## config.mk

```make
export PLATFORM = sky130hd
export DESIGN_NAME = swc_sleep_wdt
export DESIGN_NICKNAME = d
export VERILOG_FILES = /design/src/core/swc_pkg.sv /design/src/core/swc_period_counter.sv /design/src/core/swc_prescaler.sv /design/src/core/swc_sleep_wdt.sv
export SDC_FILE = /design/constraint.sdc
export NUM_CORES = 1
export LEC_CHECK = 0
export BUFFER_PORTS_ARGS = -buffer_cell sky130_fd_sc_hd__clkbuf_2
export CORE_UTILIZATION = 51
export DETAILED_ROUTE_END_ITERATION = 8
export PLACE_DENSITY_LB_ADDON = 0.05
export SYNTH_ARGS = -nofsm -noshare
export SYNTH_HDL_FRONTEND = slang
export SYNTH_SLANG_ARGS = --single-unit
```

## constraint.sdc

```tcl
create_clock -name clk_i -period 5.25 [get_ports clk_i]
set_clock_uncertainty 0.1 [all_clocks]
set_input_delay 0.525 -clock clk_i [delete_from_list [all_inputs] [get_ports clk_i]]
set_output_delay 0.525 -clock clk_i [all_outputs]
set_load 0.01 [all_outputs]
```

## src/core/swc_pkg.sv

```systemverilog
// Constants, register map and carrier types for the sleep and watchdog control block
package swc_pkg;

  // Timing
  localparam int unsigned CLK_PERIOD_NS = 8;
  localparam int unsigned WDT_PERIOD_NS = 18000000;
  localparam int unsigned WDT_BASE_CYC  = WDT_PERIOD_NS / CLK_PERIOD_NS;
  localparam int unsigned WDT_BASE_W    = 22;
  localparam int unsigned PRESCALE_W    = 7;
  localparam int unsigned RATIO_W       = 3;

  // Register byte addresses
  localparam logic [7:0] ADR_STATUS = 8'h00;
  localparam logic [7:0] ADR_OPTION = 8'h04;
  localparam logic [7:0] ADR_INTCTL = 8'h08;
  localparam logic [7:0] ADR_PERIPH = 8'h0c;

  // Values after reset, and the writable bits of the peripheral register
  localparam logic [7:0] STATUS_RST = 8'h18;
  localparam logic [7:0] OPTION_RST = 8'hff;
  localparam logic [7:0] INTCTL_RST = 8'h00;
  localparam logic [7:0] PERIPH_RST = 8'h00;
  localparam logic [7:0] PERIPH_MSK = 8'h33;

  // Field positions
  localparam int unsigned ST_EXPIRY_N = 4;
  localparam int unsigned ST_PWRDN_N  = 3;
  localparam int unsigned OPT_ASSIGN  = 3;
  localparam int unsigned OPT_PS_LSB  = 0;
  localparam int unsigned IC_GLB_EN   = 7;
  localparam int unsigned IC_T0IE     = 5;
  localparam int unsigned IC_INTE     = 4;
  localparam int unsigned IC_IOCE     = 3;
  localparam int unsigned IC_T0IF     = 2;
  localparam int unsigned IC_INTF     = 1;
  localparam int unsigned IC_IOCF     = 0;
  localparam int unsigned PR_TMR1IE   = 0;
  localparam int unsigned PR_ADIE     = 1;
  localparam int unsigned PR_TMR1IF   = 4;
  localparam int unsigned PR_ADIF     = 5;

  typedef enum logic {
    SWC_RUN,
    SWC_SLEEP
  } swc_state_t;

  typedef struct packed {
    logic halt;
    logic kick;
  } swc_core_ev_t;

  typedef struct packed {
    logic ext_int;
    logic pin_change;
    logic adc_done;
    logic tmr1_ovf;
    logic tmr1_async;
    logic tmr0_ovf;
  } swc_wake_src_t;

endpackage

```

## src/core/swc_period_counter.sv

```systemverilog
// Free-running period counter with clear, giving one pulse per period
`timescale 1ns/10ps
module swc_period_counter #(
  parameter int unsigned     WIDTH = 22,
  parameter logic [WIDTH-1:0] LIMIT = 22'd2250000
) (
  input  wire logic clk_i,
  input  wire logic rst_i,
  input  wire logic run_i,
  input  wire logic clear_i,
  output logic      tick_o
);
  logic [WIDTH-1:0] count;
  wire              at_end = (count == LIMIT - WIDTH'(1));

  assign tick_o = run_i & at_end;

  always_ff @(posedge clk_i) begin
    if (rst_i || clear_i || !run_i) begin
      count <= '0;
    end else if (at_end) begin
      count <= '0;
    end else begin
      count <= count + WIDTH'(1);
    end
  end
endmodule

```

## src/core/swc_prescaler.sv

```systemverilog
// Binary prescaler dividing a tick stream by two to the ratio field
`timescale 1ns/10ps
module swc_prescaler #(
  parameter int unsigned CW = 7,
  parameter int unsigned RW = 3
) (
  input  wire logic          clk_i,
  input  wire logic          rst_i,
  input  wire logic          clear_i,
  input  wire logic          bypass_i,
  input  wire logic          tick_i,
  input  wire logic [RW-1:0] ratio_i,
  output logic               tick_o
);
  logic [CW-1:0] count;
  wire  [CW-1:0] mask = CW'((1 << ratio_i) - 1);
  wire           wrap = ((count & mask) == mask);

  assign tick_o = tick_i & (bypass_i | wrap);

  always_ff @(posedge clk_i) begin
    if (rst_i || clear_i) begin
      count <= '0;
    end else if (tick_i) begin
      count <= wrap ? '0 : count + CW'(1);
    end
  end
endmodule

```

## src/core/swc_sleep_wdt.sv

```systemverilog
// Power-down control and watchdog with a classic Wishbone register slave
//
// Overview of operation
// - Only the halt instruction enters power-down.
// - Entering power-down clears watchdog; keeps it counting.
// - Entering power-down clears powerdown flag, sets expiry flag.
// - Power-down gates no clock or analog enables.
// - I/O ports keep their state during power-down.
// - Non-watchdog resets act as in normal operation.
// - Reset pin resets; watchdog and interrupts wake.
// - Wake sources: async timer1, converter, pin change, edge; code also wakes on timer0.
// - Own enable gates wake; global enable does not.
// - After wake, vector only if global enable set.
// - Every wake-up clears the watchdog.
// - Halt with pending enabled interrupt is a no-operation.
// - Interrupt during or after halt wakes immediately.
// - Configuration bit enables watchdog; clear disables permanently.
// - Expiry resets when running, wakes when asleep.
// - Base period 18 ms, prescaler up to 1:128.
// - Kick or halt clears watchdog and assigned prescaler.
// - Watchdog expiry clears the expiry flag.
// - Prescaler assignment is software changeable anytime.
// - Interrupt flags set regardless of enable bits.
`timescale 1ns/10ps
module swc_sleep_wdt #(
  parameter int unsigned WDT_BASE_CYCLES = swc_pkg::WDT_BASE_CYC
) (
  input  wire logic                   clk_i,
  input  wire logic                   rst_i,
  input  wire logic                   wb_cyc_i,
  input  wire logic                   wb_stb_i,
  input  wire logic                   wb_we_i,
  input  wire logic [7:0]             wb_adr_i,
  input  wire logic [3:0]             wb_sel_i,
  input  wire logic [31:0]            wb_dat_i,
  output logic      [31:0]            wb_dat_o,
  output logic                        wb_ack_o,
  input  wire swc_pkg::swc_core_ev_t  core_ev_i,
  input  wire swc_pkg::swc_wake_src_t wake_src_i,
  input  wire logic                   watchdog_config_enable_i,
  input  wire logic                   ext_reset_enable_i,
  input  wire logic                   external_reset_pin_n_i,
  output logic                        sleeping_o,
  output logic                        wake_o,
  output logic                        wake_vector_o,
  output logic                        device_reset_o
);

  swc_pkg::swc_state_t state;
  swc_pkg::swc_state_t next_state;

  logic [7:0] status_q;
  logic [7:0] option_q;
  logic [7:0] intctl_q;
  logic [7:0] periph_q;
  logic       wdt_en;

  // Bus decode
  wire        bus_req = wb_cyc_i & wb_stb_i & ~wb_ack_o;
  wire        bus_wr  = bus_req & wb_we_i & wb_sel_i[0];
  wire [7:0]  wdat    = wb_dat_i[7:0];
  wire        hit_st  = (wb_adr_i == swc_pkg::ADR_STATUS);
  wire        hit_opt = (wb_adr_i == swc_pkg::ADR_OPTION);
  wire        hit_ic  = (wb_adr_i == swc_pkg::ADR_INTCTL);
  wire        hit_pr  = (wb_adr_i == swc_pkg::ADR_PERIPH);
  wire [7:0]  rd_byte = hit_st  ? status_q :
                        hit_opt ? option_q :
                        hit_ic  ? intctl_q :
                        hit_pr  ? periph_q : 8'h00;

  // Wake sources: each gated by its own enable, timer1 also by tmr1_async; the global enable plays no part
  wire t0_pend   = intctl_q[swc_pkg::IC_T0IE] & intctl_q[swc_pkg::IC_T0IF];
  wire edge_pend = intctl_q[swc_pkg::IC_INTE] & intctl_q[swc_pkg::IC_INTF];
  wire ioc_pend  = intctl_q[swc_pkg::IC_IOCE] & intctl_q[swc_pkg::IC_IOCF];
  // Timer1 stops with the synchronous clock, so only an asynchronous counter may wake
  wire t1_pend   = periph_q[swc_pkg::PR_TMR1IE] & periph_q[swc_pkg::PR_TMR1IF]
                   & wake_src_i.tmr1_async;
  wire adc_pend  = periph_q[swc_pkg::PR_ADIE] & periph_q[swc_pkg::PR_ADIF];
  wire irq_pend  = t0_pend | edge_pend | ioc_pend | t1_pend | adc_pend;

  // Watchdog chain
  logic base_tick;
  logic pre_tick;
  wire  assign_wdt  = option_q[swc_pkg::OPT_ASSIGN];
  wire  wdt_expire  = wdt_en & pre_tick;
  wire  is_run      = (state == swc_pkg::SWC_RUN);
  wire  is_sleep    = (state == swc_pkg::SWC_SLEEP);
  wire  ext_reset   = ext_reset_enable_i & ~external_reset_pin_n_i;
  wire  run_expire  = is_run & wdt_expire & ~ext_reset;
  // A pending enabled interrupt turns the halt into a no-operation
  wire  sleep_entry = is_run & core_ev_i.halt & ~irq_pend & ~run_expire & ~ext_reset;
  wire  wake        = is_sleep & (irq_pend | wdt_expire) & ~ext_reset;
  // Kick clears too; a halt taken as no-operation clears nothing
  wire  wdt_clear   = (is_run & core_ev_i.kick) | sleep_entry | wake | run_expire
                      | ext_reset;
  wire  pre_clear   = (wdt_clear & assign_wdt) | ~wdt_en;

  // Cycles since the last watchdog clear, read only by the period check
  logic [31:0] since_clear;

  always_ff @(posedge clk_i) begin
    if (rst_i || wdt_clear || !wdt_en) begin
      since_clear <= 32'h0000_0000;
    end else begin
      since_clear <= since_clear + 32'h0000_0001;
    end
  end

  swc_period_counter #(
    .WIDTH (swc_pkg::WDT_BASE_W),
    .LIMIT (swc_pkg::WDT_BASE_W'(WDT_BASE_CYCLES))
  ) u_base (
    .clk_i   (clk_i),
    .rst_i   (rst_i),
    .run_i   (wdt_en),
    .clear_i (wdt_clear),
    .tick_o  (base_tick)
  );

  swc_prescaler #(
    .CW (swc_pkg::PRESCALE_W),
    .RW (swc_pkg::RATIO_W)
  ) u_pre (
    .clk_i    (clk_i),
    .rst_i    (rst_i),
    .clear_i  (pre_clear),
    .bypass_i (~assign_wdt),
    .tick_i   (base_tick),
    .ratio_i  (option_q[swc_pkg::OPT_PS_LSB +: swc_pkg::RATIO_W]),
    .tick_o   (pre_tick)
  );

  // Status: the two flags are hardware owned, the other bits belong to the core
  wire [7:0] st_base = (bus_wr & hit_st) ?
                       {wdat[7:5], status_q[4:3], wdat[2:0]} : status_q;
  wire       next_expiry_n = wdt_expire ? 1'b0 :
                             sleep_entry ? 1'b1 : st_base[swc_pkg::ST_EXPIRY_N];
  wire       next_pwrdn_n  = sleep_entry ? 1'b0 : st_base[swc_pkg::ST_PWRDN_N];
  wire [7:0] next_status   = {st_base[7:5], next_expiry_n, next_pwrdn_n, st_base[2:0]};

  // Flags: a hardware set in the same cycle as a software clear wins
  wire [7:0] ic_base  = (bus_wr & hit_ic) ? wdat : intctl_q;
  wire [7:0] ic_set   = (8'(wake_src_i.tmr0_ovf) << swc_pkg::IC_T0IF)
                        | (8'(wake_src_i.ext_int) << swc_pkg::IC_INTF)
                        | (8'(wake_src_i.pin_change) << swc_pkg::IC_IOCF);
  wire [7:0] next_ic  = ic_base | ic_set;
  wire [7:0] pr_base  = (bus_wr & hit_pr) ? (wdat & swc_pkg::PERIPH_MSK) : periph_q;
  wire [7:0] pr_set   = (8'(wake_src_i.tmr1_ovf) << swc_pkg::PR_TMR1IF)
                        | (8'(wake_src_i.adc_done) << swc_pkg::PR_ADIF);
  wire [7:0] next_pr  = pr_base | pr_set;
  wire [7:0] next_opt = (bus_wr & hit_opt) ? wdat : option_q;

  always_comb begin
    next_state = state;
    case (state)
      swc_pkg::SWC_RUN: begin
        if (sleep_entry) begin
          next_state = swc_pkg::SWC_SLEEP;
        end
      end
      swc_pkg::SWC_SLEEP: begin
        if (wake || ext_reset) begin
          next_state = swc_pkg::SWC_RUN;
        end
      end
      default: begin
        next_state = swc_pkg::SWC_RUN;
      end
    endcase
  end

  // Configuration bit is caught while reset is held; nothing turns it on again later
  always_ff @(posedge clk_i) begin
    if (rst_i) begin
      wdt_en <= watchdog_config_enable_i;
    end
  end

  always_ff @(posedge clk_i) begin
    if (rst_i) begin
      state    <= swc_pkg::SWC_RUN;
      status_q <= swc_pkg::STATUS_RST;
      option_q <= swc_pkg::OPTION_RST;
      intctl_q <= swc_pkg::INTCTL_RST;
      periph_q <= swc_pkg::PERIPH_RST;
    end else begin
      state    <= next_state;
      status_q <= next_status;
      option_q <= next_opt;
      intctl_q <= next_ic;
      periph_q <= next_pr;
    end
  end

  // Power-down drives only the sleeping_o level: clocks, analog enables and pads stay as they are
  always_ff @(posedge clk_i) begin
    if (rst_i) begin
      sleeping_o     <= 1'b0;
      wake_o         <= 1'b0;
      wake_vector_o  <= 1'b0;
      device_reset_o <= 1'b0;
    end else begin
      sleeping_o     <= (next_state == swc_pkg::SWC_SLEEP);
      wake_o         <= wake;
      wake_vector_o  <= wake & irq_pend & intctl_q[swc_pkg::IC_GLB_EN];
      device_reset_o <= ext_reset | run_expire;
    end
  end

  always_ff @(posedge clk_i) begin
    if (rst_i) begin
      wb_ack_o <= 1'b0;
      wb_dat_o <= 32'h0000_0000;
    end else begin
      wb_ack_o <= bus_req;
      wb_dat_o <= bus_req ? {24'h00_0000, rd_byte} : 32'h0000_0000;
    end
  end
endmodule

```

==> results.toml, run 1 <==
[worst_setup_path]
startpoint_type = "flop"
cp.required_ns = 5.34
worstSetupEndpointType = "flop"
arrival_ns = 2.76
worstPathMaxFanout = 22
rrSetupSlack_ns = 2.57
path_class = "reg2reg"

[timing]
finalSetupViolations = 0
tightest_slew_ns = 0.8617
rsz0062_at_grt = "no"
timing.final.max_slew_violations = 0
fin_crit_ns = 2.676
hold_viol = 0
final.setup.tns_ns = 0
final.setup.worst_slack_ns = 2.574
relSlewSlack = 0.4211
fmax_ghz = 0.3737
finalCritPeriodShare = 0.5097

[power_and_ir_drop]
switching_share = 0.2272
seq_power_share = 0.548
leakage_nw = 1.619
combPwrFrac = 0.060
ir_drop_v = 0.0001817
p_clk_frac = 0.392
p_per_area_mw_per_mm2 = 269.5
p_int_mw = 0.7783
p_sw_mw = 0.2288

[synth]
ys_ff_latch = 71
synth_ff_type = "dfxtp_1"
async_flop_share = 0
synth_area_per_cell_um2 = 9.147
seq_area_frac_synth = 0.4229
synth.distinct_cells = 59
synth_area_mm2 = 0.003384
synthTopCellsByArea = "dfxtp_1 41%, nor2_1 7.3%, buf_4 5.3%, mux2i_1 4.7%, xor2_1 3.4%"
ys_warn_count = 0
synth_enable_flop_cells = 1
synth_top_area_cell = "dfxtp_1"
postSynthCellCount = 370
yosysTopAreaCellShare = 0.4140

[cts]
postCtsHoldBufs = 0
cts_root_buf = "clkbuf_8"
postCtsSetupRepairBufs = 0
clkSlewWorstSetupHoldPaths_ns = 0.07
cts_resized = 0
cts.sinks = 71
cts_buffers = 9
h-tree-depth = 3
clockBufferDepth = 2
worstSkewPairLatency_ns = 0.34
cts_tree = "built"

[cells_and_area]
antenna_cells = 0
drive_gt1_frac = 0.1675
syn2layout_area_growth_pct = 10.39
layout.cells.non_filler = 495
final_nets = 476

[global_route]
grt_start_max_net_pins = 37
grt_pass1_vias = 2427
groute.usage.overall = 0.2089
antenna_found_initial = 0
grt_first_pass_wirelength_um = 11520
globalRoute.totalOverflow = 0

[die]
die_y_um = 83.47
die_w_um = 83.47
start_util = 0.5300
pin_count = 97
core_area_mm2 = 0.006386
die_area_mm2 = 0.006966
row_count = 29

[detailed_routing]
vias_per_cell = 5.261
routed-via-count = 2604
antenna_left = 0
drt_pass1_iterations = 4
remaining_drc_errors = 0
wirelength_um = 6823
first_iter_violations = 86
routedWlPerCell_um = 13.78

[placement]
dpl.hpwl_um = 4857
port_buffers = 45
place_inst = 480
place_ws_ns = 2.590
gp_congestion = 0.7724

[flow_run]
maxCapViolations = 0

[min_path]
worstHoldPathType = "in2reg"

[status]
outcome = "completed"
-- kinds of logic after synthesis --
family,synth area share
AO/OA/AOI/OAI,0.1039
XOR/XNOR,0.06470
adder cells (fa/ha/maj),0.007393
buffers and inverters,0.08539
flip-flops,0.4229
multiplexers,0.06728
other,0.001108
AND/OR/NAND/NOR,0.2473
-- flip-flops by register name, indices dropped and copies added (netlist names), 4 cells and up --
signal,cells
u_pre.count,7
u_base.count,22
wb_dat_o,8
status_q,8
option_q,8
intctl_q,8
periph_q,4
-- layout make-up --
type,instances,area (um2)
clock buffer,15,176.4
multi-input combinational,272,1750
tap,77,96.34
timing repair buffer,45,225.2
sequential,71,1431
fill,621,2650
inverter,15,56.30
-- worst paths after layout --
check,startpoint,to,depth (start not counted)
max,u_base.count[0]$_SDFF_PP0_,u_base.count[16]$_SDFF_PP0_,6
min reg2reg,u_base.count[0]$_SDFF_PP0_,u_base.count[0]$_SDFF_PP0_,1
max reg2reg,u_base.count[0]$_SDFF_PP0_,u_base.count[16]$_SDFF_PP0_,6
min,watchdog_config_enable_i,wdt_en$_DFFE_PP_,1
-- critical path: stages (launching register included) --
cell and delay [ns]:
dfxtp_1 0.36, ha_1 0.21, and3_1 0.24, nand4_2 0.22, nor2_1 0.51, or4_1 0.73
nor2_1 0.14
-- cell usage in the layout, fill, tap and decap left out, types with 2 or more instances in the layout --
master     instances
nand4_1            5
and2_1             2
or4_1              2
clkbuf_8          12
nand2_1           15
a2111oi_0          4
xnor2_1           12
nand3_1           15
conb_1            24
nand2b_1           7
ha_1               2
nor3_1             6
nor4_1             5
clkbuf_2          45
nand3b_1           2
a31oi_1            2
nor2_1            66
a22o_1             2
clkbuf_1           3
inv_1             15
a21oi_1            6
and3_1            10
a211oi_1           2
nor2b_1           10
mux4_2             2
a211o_1            8
mux2_2             2
and4_1             3
dfxtp_1           70
xor2_1            13
mux2i_1           16
o311ai_0           2
a22oi_1            4
-- power by group through the flow --
stage	Combinational (mW)	Sequential, mW	Clock [mW]
after floorplan	0.0533	0.561	0
after global placement	0.0603	0.564	0
after detailed placement	0.0606	0.564	0
after CTS	0.0608	0.552	0.406
after global routing	0.0677	0.552	0.428
final	0.0606	0.552	0.395
-- layer usage --
metal | part of all wire | up-vias | global-route usage
met2 | 0.47 | 57 | 0.3435
met5 | 0 | - | 0
li1 | - | 1342 | -
met3 | 0.035 | 10 | 0.04847
met1 | 0.48 | 1195 | 0.2658
met4 | 0.017 | 0 | 0.08320
-- cell usage after synthesis (all sizes together), types with 8 or more instances --
| library cell | count |
|---|---|
| nor2b | 10 |
| nor2 | 66 |
| mux2i | 16 |
| inv | 15 |
| nand3 | 16 |
| xor2 | 13 |
| and3 | 10 |
| buf | 29 |
| nand2 | 15 |
| a211o | 8 |
| dfxtp | 70 |
| xnor2 | 12 |
-- metrics by stage --
stage / util / power [mW] / hold WS, ns / cell area (um2)
floorplan: - / 0.6144 / 0.3179 / 3471
global placement: 0.5574 / 0.6242 / 0.3319 / 3560
detailed placement: 0.5574 / 0.6247 / 0.3453 / 3560
CTS: 0.5850 / 1.018 / 0.2414 / 3736
global route: 0.5850 / 1.048 / 0.2417 / 3736
finish: 0.5850 / 1.007 / 0.2571 / 3736
(Power assumes the default switching activity.)
==> inputs of run 2 (changes only) <==
--- a/config.mk
+++ b/config.mk
@@ -6,7 +6,7 @@
 export NUM_CORES = 1
 export LEC_CHECK = 0
 export BUFFER_PORTS_ARGS = -buffer_cell sky130_fd_sc_hd__clkbuf_2
-export CORE_UTILIZATION = 51
+export CORE_UTILIZATION = 47
 export DETAILED_ROUTE_END_ITERATION = 8
 export PLACE_DENSITY_LB_ADDON = 0.05
 export SYNTH_ARGS = -nofsm -noshare
==> constraint.sdc (replaced) <==
create_clock -name clk_i -period 2.4 [get_ports clk_i]
set_clock_uncertainty 0.1 [all_clocks]
set_input_delay 0.24 -clock clk_i [delete_from_list [all_inputs] [get_ports clk_i]]
set_output_delay 0.24 -clock clk_i [all_outputs]
set_load 0.01 [all_outputs]
==> run 2 against run 1 <==
  * Sequential power is 120% higher
  * Sequential cell count stayed put
  * Critical path depth stayed put
  * Critical path type unchanged
  * Critical endpoint is now u_pre.count[6]$_SDFFE_PP0N_
  * Non-clock buffer count is 17 higher
  * Largest cell class unchanged
==> results.toml, run 2 (synthesis results as in run 1) <==
[cells_and_area]
layout.cells.non_filler = 532
antenna_cells = 0
multiInputGateArea_mm2 = 0.001750
syn2layout_area_growth_pct = 17.34
final_common_cell = "dfxtp_1"
postLayoutCoreUtil = 0.5781
fill_cells = 655
largest_register_ffs = 22
mostFrequentLayoutCells = "70 x dfxtp_1, 66 x nor2_1, 45 x clkbuf_2"
final_nets = 493
drive_gt1_frac = 0.2018
regMostFlops = "u_base.count"
register_area_mm2 = 0.001431

[worst_setup_path]
worstPathMaxFanout = 5
worstReg2RegEnd = "u_pre.count[6]$_SDFFE_PP0N_"
rrSetupSlack_ns = 0.29
r2r-start = "u_base.count[0]$_SDFF_PP0_"
startpoint_type = "flop"
path_class = "reg2reg"
worstSetupEndpointType = "flop"
critPathCapture = "u_pre.count[6]$_SDFFE_PP0N_"
cp.required_ns = 2.51
arrival_ns = 2.22
rr_worst_depth = 6
startpoint = "u_base.count[0]$_SDFF_PP0_"

[timing]
finalCritPeriodShare = 0.8786
timing.final.max_slew_violations = 0
fmax_ghz = 0.4742
final.setup.tns_ns = 0
hold_viol = 0
final.setup.worst_slack_ns = 0.2913
rsz0062_at_grt = "no"
hold_slack_ns = 0.02654
fin_crit_ns = 2.109
finalSetupViolations = 0

[detailed_routing]
routedWlPerCell_um = 13.85
vias_per_cell = 5.017
antenna_left = 0
drt_pass1_iterations = 4
routed-via-count = 2669
wirelength_um = 7369
first_iter_violations = 84
remaining_drc_errors = 0

[global_route]
grt_pass1_vias = 2481
grt_start_max_net_pins = 29
globalRoute.totalOverflow = 0
groute.usage.overall = 0.2127
grt_first_pass_wirelength_um = 12150
antenna_found_initial = 0

[status]
outcome = "completed"

[min_path]
worstHoldPathType = "in2reg"

[die]
start_util = 0.4927
pin_count = 97
die_area_mm2 = 0.007545
die_y_um = 86.86
core_area_mm2 = 0.006869
die_w_um = 86.86
row_count = 30

[placement]
gp_congestion = 0.8200
dpl.hpwl_um = 5356
place_ws_ns = 0.3018
place_inst = 513
port_buffers = 45

[cts]
cts_buffers = 9
cts_resized = 0
worstSkewPairLatency_ns = 0.34
cts_root_buf = "clkbuf_8"
clockBufferDepth = 2
cts_tree = "built"
h-tree-depth = 3
cts.sinks = 71
clkSlewWorstSetupHoldPaths_ns = 0.07

[power_and_ir_drop]
p_per_area_mw_per_mm2 = 623.0
ir_drop_v = 0.0003897
leakage_nw = 1.737

[flow_run]
maxCapViolations = 0
==> run 2: cell types whose count changed in the layout (fill, tap and decap cells not counted), moves of 2 or more <==
cell           change
clkbuf_1           -3
bufinv_16          +2
clkinv_2           +2
buf_4             +13
dlygate4sd3_1      +3
clkbuf_8           -2
==> run 2: how the worst min path moves through the flow <==
stage / from / endpoint / slack (ns) / cells after the start
2_1_floorplan: watchdog_config_enable_i / wdt_en$_DFFE_PP_ / 0.24 / 0
3_3_place_gp: watchdog_config_enable_i / wdt_en$_DFFE_PP_ / 0.32 / 1
3_5_place_dp: watchdog_config_enable_i / wdt_en$_DFFE_PP_ / 0.33 / 1
4_1_cts: wake_src_i[0] / intctl_q[2]$_SDFF_PP0_ / 0.01 / 3
5_1_grt: wake_src_i[0] / intctl_q[2]$_SDFF_PP0_ / 0.01 / 3
6_report: wake_src_i[0] / intctl_q[2]$_SDFF_PP0_ / 0.03 / 3
==> run 2: per-stage QoR <==
stage | power [mW] | instance area [um2]
floorplan | 1.344 | 3471
global placement | 1.375 | 3701
detailed placement | 1.376 | 3701
CTS | 2.504 | 3971
global route | 2.575 | 3971
finish | 2.474 | 3971
==> run 2: repair_timing <==
| item | CTS | global route |
|---|---|---|
| setup buffers | 0 | 0 |
| hold endpoints to repair | 3 | 0 |
| hold buffers | 3 | 0 |
==> run 2: cell type report <==
cell class              instances  share of cell area
well taps                      96             0.03025
clock inverters                 5             0.01953
repair buffers                 62             0.09389
multi-input cells             272              0.4408
clock buffers                  11             0.04096
flip-flops and latches         71              0.3604
inverters                      15             0.01418
==> run 2: per-layer routing <==
metal,GRT usage,vias up,routed length [um],share of wire
met5,0,-,0,0
met4,0.06515,0,121,0.016
met3,0.06540,10,236,0.032
met2,0.3386,58,3428,0.47
met1,0.2767,1231,3582,0.49
li1,-,1370,-,-
==> run 2: power breakdown <==
part | total, mW | switching [mW] | internal (mW)
registers | 1.20 | 0.0106 | 1.19
clock network | 1.12 | 0.448 | 0.673
logic | 0.150 | 0.0867 | 0.0636
total | 2.47 | 0.545 | 1.93
==> run 2: critical path, stage by stage, from the launching register on <==
cell and delay (ns):
dfxtp_1 0.36, ha_1 0.21, and3_1 0.24, nand4_2 0.15, or2_1 0.31, o41ai_4 0.51, nor2_1 0.09
